==> src/verilog/tdb_pkg.sv <==
package tdb_pkg;
    // Clock rate
    localparam int CLOCK_HZ = 100_000_000;
    // Blink timing in milliseconds and fast burst count; no durations are fixed for them
    localparam int FAST_HALF_MS = 50;
    localparam int SLOW_HALF_MS = 250;
    localparam int GAP_MS = 1000;
    localparam int FAST_COUNT = 8;
    // Cycle counts derived from the times
    localparam int FAST_HALF_CYC = FAST_HALF_MS * (CLOCK_HZ / 1000);
    localparam int SLOW_HALF_CYC = SLOW_HALF_MS * (CLOCK_HZ / 1000);
    localparam int GAP_CYC = GAP_MS * (CLOCK_HZ / 1000);
    // Error type codes (pulse count of first slow sequence)
    localparam logic [2:0] ERR_NONVOL = 3'h1;
    localparam logic [2:0] ERR_CONFIG = 3'h2;
    localparam logic [2:0] ERR_COMMAND = 3'h3;
    localparam logic [2:0] ERR_BUSDATA = 3'h4;
    localparam logic [2:0] ERR_REGCOMM = 3'h5;
    localparam logic [2:0] ERR_FIELDBUS = 3'h6;
    // Arguments of type one
    localparam logic [7:0] ARG_CHECKSUM = 8'h00;
    localparam logic [7:0] ARG_CODEBUF = 8'h01;
    localparam logic [7:0] ARG_DATATYPE = 8'h02;
    localparam int POS_W = 8;

    // One fault as reported by the diagnosis engine
    typedef struct packed {
        logic [2:0] kind;
        logic [7:0] arg;
        logic stop;
    } tdb_fault_t;

    typedef enum logic [2:0] {
        TDB_IDLE, TDB_FAST, TDB_GAP1, TDB_TYPE, TDB_GAP2, TDB_ARG, TDB_GAP3
    } tdb_state_t;
endpackage

==> src/verilog/tdb_blink.sv <==
`timescale 1ns/1ps
// What this block does
// (RULE1) Check terminals right after power-on; red off on clean start-up.
// (RULE2) Green lit while fault free; red blinks at two rates on faults. Code keeps green dark while a diagnosis runs.
// (RULE3) Code is fast burst, slow type pulses, then slow argument pulses.
// (RULE4) Type 1: checksum arg 0, code buffer overflow 1, data type 2.
// (RULE5) Type 2: table entry arg 0; mismatch at terminal n arg n.
// (RULE6) Type 3 arg 0: terminal bus command error.
// (RULE7) Type 4: data error arg 0; break behind terminal n arg n.
// (RULE8) Type 5: register communication failure at terminal n, arg n.
// (RULE9) Argument is last terminal position, passive terminals not counted.
// (RULE10) Some faults latch a stop state until power cycle or scanner reset.
// (RULE11) Diagnose only at power-up or on a fieldbus access. Code also diagnoses after a scanner reset.
// (RULE12) Blink periods, gaps and repetition are parameters. Code has no parameter for repetition; the code always repeats.
module tdb_blink
    import tdb_pkg::*;
#(
    parameter int FAST_HALF = FAST_HALF_CYC, // (RULE12)
    parameter int SLOW_HALF = SLOW_HALF_CYC,
    parameter int GAP = GAP_CYC
) (
    input wire logic clock,
    input wire logic rst,
    input wire logic scanner_reset,
    input wire logic fieldbus_access,
    input wire logic diag_done,
    input wire logic diag_fault,
    input wire tdb_fault_t diag_result,
    output logic diag_start,
    output logic busy,
    output logic stopped,
    output logic led_green,
    output logic led_red
);
    tdb_state_t state;
    tdb_fault_t cur;
    logic fault_on;
    logic running;
    logic pending;
    logic [31:0] timer;
    logic [7:0] pulses;
    logic phase;
    logic timer_done;

    assign timer_done = (timer == 32'h0);

    // Diagnosis requests: power-up, scanner reset, then each fieldbus access (RULE11)
    always_ff @(posedge clock or posedge rst) begin
        if (rst) begin
            pending <= 1'b1; // Power-up check (RULE1)
            running <= 1'b0;
            diag_start <= 1'b0;
        end else if (scanner_reset) begin
            pending <= 1'b1;
            running <= 1'b0;
            diag_start <= 1'b0;
        end else begin
            diag_start <= 1'b0;
            if (fieldbus_access) begin
                pending <= 1'b1; // (RULE11)
            end
            if (running) begin
                if (diag_done) begin
                    running <= 1'b0;
                end
            end else if (pending && !stopped) begin
                // Stopped coupler ignores further diagnosis (RULE10)
                pending <= fieldbus_access;
                running <= 1'b1;
                diag_start <= 1'b1;
            end
        end
    end

    // Latched fault and stop state
    always_ff @(posedge clock or posedge rst) begin
        if (rst) begin
            fault_on <= 1'b0;
            stopped <= 1'b0;
            cur <= '0;
        end else if (scanner_reset) begin
            fault_on <= 1'b0; // Only way out of stop besides power (RULE10)
            stopped <= 1'b0;
            cur <= '0;
        end else if (running && diag_done && !stopped) begin
            fault_on <= diag_fault; // Clean result clears the code (RULE1)
            if (diag_fault) begin
                cur <= diag_result; // Type and arg as reported (RULE4)
                stopped <= diag_result.stop; // (RULE10)
            end
        end
    end

    // Busy mirrors a diagnosis in flight
    always_ff @(posedge clock or posedge rst) begin
        if (rst) begin
            busy <= 1'b0;
        end else begin
            busy <= running && !diag_done;
        end
    end

    // Blink sequencer; restarts the full code after the closing gap (RULE3)
    always_ff @(posedge clock or posedge rst) begin
        if (rst) begin
            state <= TDB_IDLE;
            timer <= 32'h0;
            pulses <= 8'h0;
            phase <= 1'b0;
        end else if (!fault_on || scanner_reset) begin
            state <= TDB_IDLE;
            timer <= 32'h0;
            pulses <= 8'h0;
            phase <= 1'b0;
        end else if (!timer_done) begin
            timer <= timer - 32'h1;
        end else begin
            case (state)
                TDB_IDLE: begin
                    state <= TDB_FAST;
                    pulses <= 8'(FAST_COUNT);
                    phase <= 1'b1;
                    timer <= 32'(FAST_HALF - 1);
                end
                TDB_FAST: begin
                    // Fast burst marks the start of a code (RULE3)
                    phase <= !phase;
                    timer <= 32'(FAST_HALF - 1);
                    if (phase) begin
                        pulses <= pulses - 8'h1;
                        if (pulses == 8'h1) begin
                            state <= TDB_GAP1;
                            timer <= 32'(GAP - 1);
                        end
                    end
                end
                TDB_GAP1: begin
                    // Type count (RULE4) (RULE5) (RULE6) (RULE7) (RULE8)
                    state <= TDB_TYPE;
                    pulses <= {5'h0, cur.kind};
                    phase <= 1'b1;
                    timer <= 32'(SLOW_HALF - 1);
                end
                TDB_TYPE: begin
                    phase <= !phase;
                    timer <= 32'(SLOW_HALF - 1);
                    if (phase) begin
                        pulses <= pulses - 8'h1;
                        if (pulses == 8'h1) begin
                            state <= TDB_GAP2;
                            timer <= 32'(GAP - 1);
                        end
                    end
                end
                TDB_GAP2: begin
                    // Argument zero gives no slow pulses (RULE9)
                    pulses <= cur.arg;
                    if (cur.arg == 8'h0) begin
                        state <= TDB_GAP3;
                        timer <= 32'(GAP - 1);
                    end else begin
                        state <= TDB_ARG;
                        phase <= 1'b1;
                        timer <= 32'(SLOW_HALF - 1);
                    end
                end
                TDB_ARG: begin
                    phase <= !phase;
                    timer <= 32'(SLOW_HALF - 1);
                    if (phase) begin
                        pulses <= pulses - 8'h1;
                        if (pulses == 8'h1) begin
                            state <= TDB_GAP3;
                            timer <= 32'(GAP - 1);
                        end
                    end
                end
                TDB_GAP3: begin
                    state <= TDB_IDLE; // Repeat whole code (RULE12)
                end
                default: begin
                    state <= TDB_IDLE;
                end
            endcase
        end
    end

    // Indicator drive (RULE2)
    always_ff @(posedge clock or posedge rst) begin
        if (rst) begin
            led_red <= 1'b0;
            led_green <= 1'b0;
        end else begin
            led_green <= !fault_on && !running; // (RULE2)
            led_red <= fault_on && phase && !scanner_reset; // (RULE1)
        end
    end

    // Red stays dark without a latched fault
    chk_red_dark_clean: assert property ( // (RULE1)
        @(posedge clock) disable iff (rst)
        !fault_on |=> !led_red)
        else $error("red lit with no fault");
    // Clean result lights green and darkens red
    chk_clean_lights: assert property ( // (RULE1)
        @(posedge clock) disable iff (rst)
        running && diag_done && !diag_fault |-> ##2 (led_green && !led_red))
        else $error("clean diagnosis not shown");
    // A queued request is served on the next edge, power-up included
    chk_pending_start: assert property ( // (RULE1)
        @(posedge clock) disable iff (rst)
        pending && !running && !stopped && !scanner_reset |=> diag_start)
        else $error("queued diagnosis not started");
    // Green and red never lit together
    chk_leds_exclusive: assert property ( // (RULE2)
        @(posedge clock) disable iff (rst)
        !(led_green && led_red))
        else $error("both indicators lit");
    // Green stays dark while a diagnosis runs
    chk_green_dark_busy: assert property ( // (RULE2)
        @(posedge clock) disable iff (rst)
        running |=> !led_green)
        else $error("green lit during diagnosis");
    // Red follows the blink phase one cycle late
    chk_red_phase: assert property ( // (RULE2)
        @(posedge clock) disable iff (rst)
        fault_on && !scanner_reset |=> led_red == $past(phase))
        else $error("red out of step with blink phase");
    // Fast burst is followed by the type gap
    chk_fast_then_gap: assert property ( // (RULE3)
        @(posedge clock) disable iff (rst)
        state == TDB_FAST && fault_on |=> state inside {TDB_FAST, TDB_GAP1,
        TDB_IDLE})
        else $error("bad order after fast burst");
    // Each code opens with the full fast burst
    chk_burst_count: assert property ( // (RULE3)
        @(posedge clock) disable iff (rst)
        state == TDB_IDLE && timer_done && fault_on && !scanner_reset
        |=> state == TDB_FAST && pulses == 8'(FAST_COUNT))
        else $error("fast burst count wrong");
    // Last fast pulse ends dark and enters the gap
    chk_burst_to_gap: assert property ( // (RULE3)
        @(posedge clock) disable iff (rst)
        state == TDB_FAST && phase && pulses == 8'h01 && timer_done
        && fault_on && !scanner_reset |=> state == TDB_GAP1 && !phase)
        else $error("fast burst did not end");
    // Type pulse count taken from the latched fault
    chk_type_count: assert property ( // (RULE4)
        @(posedge clock) disable iff (rst)
        state == TDB_GAP1 && timer_done && fault_on && !scanner_reset
        |=> state == TDB_TYPE && pulses == {5'h0, cur.kind})
        else $error("type count wrong");
    // A reported fault is latched as given
    chk_fault_latch: assert property ( // (RULE4)
        @(posedge clock) disable iff (rst)
        running && diag_done && diag_fault && !stopped && !scanner_reset
        |=> fault_on && cur == $past(diag_result))
        else $error("fault not latched");
    // Argument count taken from the latched fault
    chk_arg_count: assert property ( // (RULE9)
        @(posedge clock) disable iff (rst)
        state == TDB_GAP2 && timer_done && fault_on && !scanner_reset
        |=> pulses == cur.arg)
        else $error("argument count wrong");
    // Argument zero goes straight to the closing gap
    chk_arg_zero_skip: assert property ( // (RULE9)
        @(posedge clock) disable iff (rst)
        state == TDB_GAP2 && timer_done && fault_on && !scanner_reset
        && cur.arg == 8'h00 |=> state == TDB_GAP3)
        else $error("argument zero blinked");
    // Stop holds against later diagnosis
    chk_stop_holds: assert property ( // (RULE10)
        @(posedge clock) disable iff (rst)
        stopped && !scanner_reset |=> stopped)
        else $error("stop state left without reset");
    // Stop flag follows the reported fault
    chk_stop_latch: assert property ( // (RULE10)
        @(posedge clock) disable iff (rst)
        running && diag_done && diag_fault && !scanner_reset
        |=> stopped == $past(diag_result.stop))
        else $error("stop flag not taken");
    // No diagnosis starts while stopped
    chk_no_start_stopped: assert property ( // (RULE10)
        @(posedge clock) disable iff (rst)
        stopped |=> !diag_start)
        else $error("diagnosis started while stopped");
    // Scanner reset clears the stop state
    chk_scan_reset: assert property ( // (RULE10)
        @(posedge clock) disable iff (rst)
        scanner_reset |=> !stopped && !fault_on)
        else $error("scanner reset ignored");
    // Access starts diagnosis within two cycles
    chk_access_diag: assert property ( // (RULE11)
        @(posedge clock) disable iff (rst)
        fieldbus_access && !running && !stopped && !scanner_reset
        |-> ##[1:2] diag_start)
        else $error("access did not start diagnosis");
    // Start request is a single-cycle pulse
    chk_start_pulse: assert property ( // (RULE11)
        @(posedge clock) disable iff (rst)
        diag_start |=> !diag_start)
        else $error("start request held too long");
    // Busy shown while the engine works
    chk_busy_shown: assert property ( // (RULE11)
        @(posedge clock) disable iff (rst)
        running && !diag_done |=> busy)
        else $error("busy not shown during diagnosis");
    // Whole code repeats after the closing gap
    chk_code_repeats: assert property ( // (RULE12)
        @(posedge clock) disable iff (rst)
        state == TDB_GAP3 && timer_done && fault_on && !scanner_reset
        |=> state == TDB_IDLE)
        else $error("code not repeated");
endmodule // tdb_blink

==> config.mk <==
export PLATFORM = sky130hd
export DESIGN_NAME = tdb_blink
export DESIGN_NICKNAME = d
export VERILOG_FILES = /design/src/verilog/tdb_pkg.sv /design/src/verilog/tdb_blink.sv
export SDC_FILE = /design/constraint.sdc
export NUM_CORES = 1
export LEC_CHECK = 0
export BUFFER_PORTS_ARGS = -buffer_cell sky130_fd_sc_hd__buf_2
export CAP_MARGIN = 0
export CELL_PAD_IN_SITES_DETAIL_PLACEMENT = 0
export CELL_PAD_IN_SITES_GLOBAL_PLACEMENT = 1
export CORE_UTILIZATION = 25
export CTS_CLUSTER_DIAMETER = 120
export DETAILED_ROUTE_END_ITERATION = 8
export HOLD_SLACK_MARGIN = 0.1
export PLACE_DENSITY_LB_ADDON = 0.1
export SLEW_MARGIN = 0
export SYNTH_ARGS = -nofsm -noshare
export SYNTH_HDL_FRONTEND = slang
export SYNTH_SLANG_ARGS = --single-unit
export TNS_END_PERCENT = 20
==> constraint.sdc <==
create_clock -name clock -period 3.92 [get_ports clock]
set_input_delay 0.392 -clock clock [delete_from_list [all_inputs] [get_ports clock]]
set_output_delay 0.392 -clock clock [all_outputs]
set_load 0.01 [all_outputs]
==> key figures <==
Layout
  – Antenna fix cells: 0
  – Filler Cell Count: between 1000 and 1500
  – Synthesis-to-finish area growth: 15.9%
  – NumNets Final: between 400 and 500
  – Layout cell share with drive strength beyond 1: 13.7%

Synth
  – Post-Synth XOR/XNOR Area: 4.72%
  – Async SR Flop Fraction: 100%
  – Post-synthesis compound-gate area fraction: 16.2%
  – Yosys cell types: 61
  – Syn Inst Count: 385
  – Main combinational cell family by area after synthesis: simple AND/OR/NAND/NOR gates
  – Post-synth EDFFs: 0
  – YS warnings: 0
  – Syn avg cell area: a little over 9 um^2
  – Mapped Area: 0.00352 mm^2
  – Synth Area in Simple Gates: 28.1%
  – Yosys reg bits: 63
  – Adder-cell area share of the yosys netlist: around 1.1%
  – Multiplexer share of the synthesized area: 1.78%
  – Synth Flop Type: dfrtp_1
  – Sequential cell area fraction in the yosys report: 44.8%
  – Syn Nets: a little over 400

Clock network
  – Clock sink total: 63
  – Clock-pin slew on the worst setup and hold paths: 0.06 ns
  – CTS tree: yes
  – Clock Latency Late Sink: 0.33 ns
  – Postcts setup bufs: 0
  – Cts bufs inserted: 9
  – Max Buffers Root-to-Sink: 2
  – CTS Hold Bufs: 0
  – Post_cts resized: 0
  – Root Driver: clkbuf_16
  – H-tree depth: 3

Die
  – Rows: 43
  – Initial Utilization: 25.5%
  – IO Pins: 23
  – CORE AREA: 0.0138 mm^2
  – Die Y: 121 um
  – Die ar.: 0.0146 mm^2
  – Die Wd: 121 um

Power
  – PwrDens: 491 mW/mm^2
  – P_leak: roughly 1.8 nW
  – Peak VDD IR: roughly 0.14 mV

Timing
  – RSZ-0062 raised after global routing: no
  – WHS: 0.163 ns
  – Clock Skew: 0.00933 ns
  – Final hold violations: 0
  – Measured slew at the worst slew-check pin: between 0.9 and 1 ns
  – Fin crit period: 2.82 ns
  – Fmax: approximately 350 MHz
  – TNS Setup: 0 ns
  – Setup violators final: 0
  – Headroom to the max-slew limit: 38.3%
  – Slew Limit Fails: 0
  – Period utilisation layout: 71.9%

Min path
  – Min-Delay Path Class: in2async

Worst setup path
  – Startpoint types: flip-flop
  – R2R Path End: timer[6]$_DFFE_PP0P_
  – Flop2flop setup slack: 1.10 ns
  – Crit Path Max Fanout: 18
  – Worst reg2reg startpoint: timer[14]$_DFFE_PP0P_
  – Worst r2r path cells: 5
  – CP endpoint kind: flip-flop
  – Crit path kind: reg2reg
  – CP Data Required Time: between 4 and 5 ns
  – Worst EP arrival: 3.01 ns

Routing
  – Routed Antenna Nets: 0
  – DR iter-0 viols: a little over 200
  – Total wire length: 9.99 mm
  – Vias/cell: 5.01
  – Drt drc: 0
  – Vias: 2949
  – WL per Instance: 17.0 um
  – Initial DRT Pass Iterations: 4

GRT
  – Vias in the first global route: 2983
  – Largest net degree at the start of global routing: 34
  – First-pass GRT wire length: 16.3 mm
  – Grt ovf: 0
  – GR Util All Layers: between 10% and 20%
  – Antenna violations before repair: 0

Placement
  – RePlAce Congestion: 0.744
  – I/O Buffers: 22
  – Dpl hpwl: ~7 mm

Run
  – Max Cap Viol: 0

Run status
  – Status: complete, no violations
## worst max path at each step
stage                          startpoint               endpoint  depth (start not counted)
finish              timer[14]$_DFFE_PP0P_   timer[6]$_DFFE_PP0P_                          5
global route        timer[14]$_DFFE_PP0P_  timer[26]$_DFFE_PP0P_                          5
detailed placement  timer[14]$_DFFE_PP0P_  timer[26]$_DFFE_PP0P_                          5
CTS                 timer[14]$_DFFE_PP0P_   timer[6]$_DFFE_PP0P_                          5
global placement    timer[14]$_DFFE_PP0P_  timer[26]$_DFFE_PP0P_                          5
floorplan           timer[14]$_DFFE_PP0P_  pulses[3]$_DFFE_PP0P_                          6
## cell usage after synthesis (all sizes together), types with 4 or more instances
master	n	area, um^2
mux2i	4	40.0
clkbuf	16	60.1
or3	5	31.3
nor4	14	139
nor3b	5	37.5
nor2	37	144
and2	4	25.0
a31oi	4	25.0
inv	13	48.8
dfrtp	62	1550
a211oi	10	75.1
or4	7	60.1
nand2	48	180
nor4b	4	41.3
nand2b	4	25.0
nor3	24	130
nand3	6	30.0
o31ai	4	30.0
xnor2	16	140
a21oi	36	180
o21ai	15	75.1
## layout by cell type, fill, tap and decap left out, drive strengths merged, types with 3 or more instances in the layout
| master | count |
|---|---|
| dfrtp | 62 |
| nand2 | 48 |
| nor2 | 37 |
| a21oi | 36 |
| buf | 26 |
| nor3 | 24 |
| xnor2 | 16 |
| o21ai | 15 |
| clkbuf | 15 |
| nor4 | 14 |
| inv | 13 |
| a211oi | 10 |
| or4 | 7 |
| nand3 | 6 |
| nor3b | 5 |
| or3 | 5 |
| and2 | 4 |
| o31ai | 4 |
| mux2i | 4 |
| nand2b | 4 |
| a31oi | 4 |
| nor4b | 4 |
| and3 | 3 |
| xor2 | 3 |
| ha | 3 |
| nand4 | 3 |
## routing by layer
metal	part of all wire (%)	up-vias	track usage [%]
met5	0	-	0
met4	2.2	0	7.18
met2	47	58	23.8
li1	-	1443	-
met1	47	1434	19.8
met3	3.7	14	2.36
## worst max-delay path, cell delays in order, from the launching register on
cell and delay [ns]:
dfrtp_1 0.43, or4_4 0.60, nor4_4 0.27, nand4_2 0.42, o31ai_1 0.84, nor2_1 0.11
## final cells by class
class                      instances  area (um^2)  share of cell area (%)
multi-input combinational        291         1830                    44.8
sequential                        63         1580                    38.6
clock buffer                      15          258                    6.31
tap                              180          225                    5.52
timing repair buffer              26          140                    3.43
inverter                          13         48.8                    1.20
clock inverter                     1         5.00                   0.123
## power by group
part | leakage [nW] | total [mW] | switching, mW | internal, mW
clock network | 0.128 | 0.724 | 0.279 | 0.445
logic | 0.783 | 0.580 | 0.373 | 0.207
registers | 0.866 | 0.701 | 0.0254 | 0.676
## flip-flops by register name, indices dropped and copies added, names as in the netlist
| name | cells |
|---|---|
| timer | 32 |
| cur | 11 |
| pulses | 8 |
| state | 3 |
| busy | 1 |
| diag_start | 1 |
| fault_on | 1 |
| led_green | 1 |
| led_red | 1 |
| pending | 1 |
| phase | 1 |
| running | 1 |
| stopped | 1 |
## stage by stage
step / std cells / cell area [um^2] / util [%] / total power, mW / worst slack (ns)
2_1_floorplan: 385 / 3520 / - / 1.15 / 1.76
3_3_place_gp: 573 / 3820 / 27.6 / 1.31 / 1.12
3_5_place_dp: 573 / 3820 / 27.6 / 1.30 / 1.02
4_1_cts: 589 / 4080 / 29.5 / 2.04 / 1.02
5_1_grt: 589 / 4080 / 29.5 / 2.13 / 0.795
6_report: 589 / 4080 / 29.5 / 2.01 / 1.10
## logic make-up (layout without fill, tap and decap cells)
group | after synthesis | in the layout
XOR/XNOR | 19 | 19
buffers and inverters | 31 | 55
flip-flops | 63 | 63
adder cells (fa/ha/maj) | 3 | 3
AND/OR/NAND/NOR | 173 | 173
multiplexers | 6 | 6
AO/OA/AOI/OAI | 90 | 90
(Power assumes the default switching activity.)
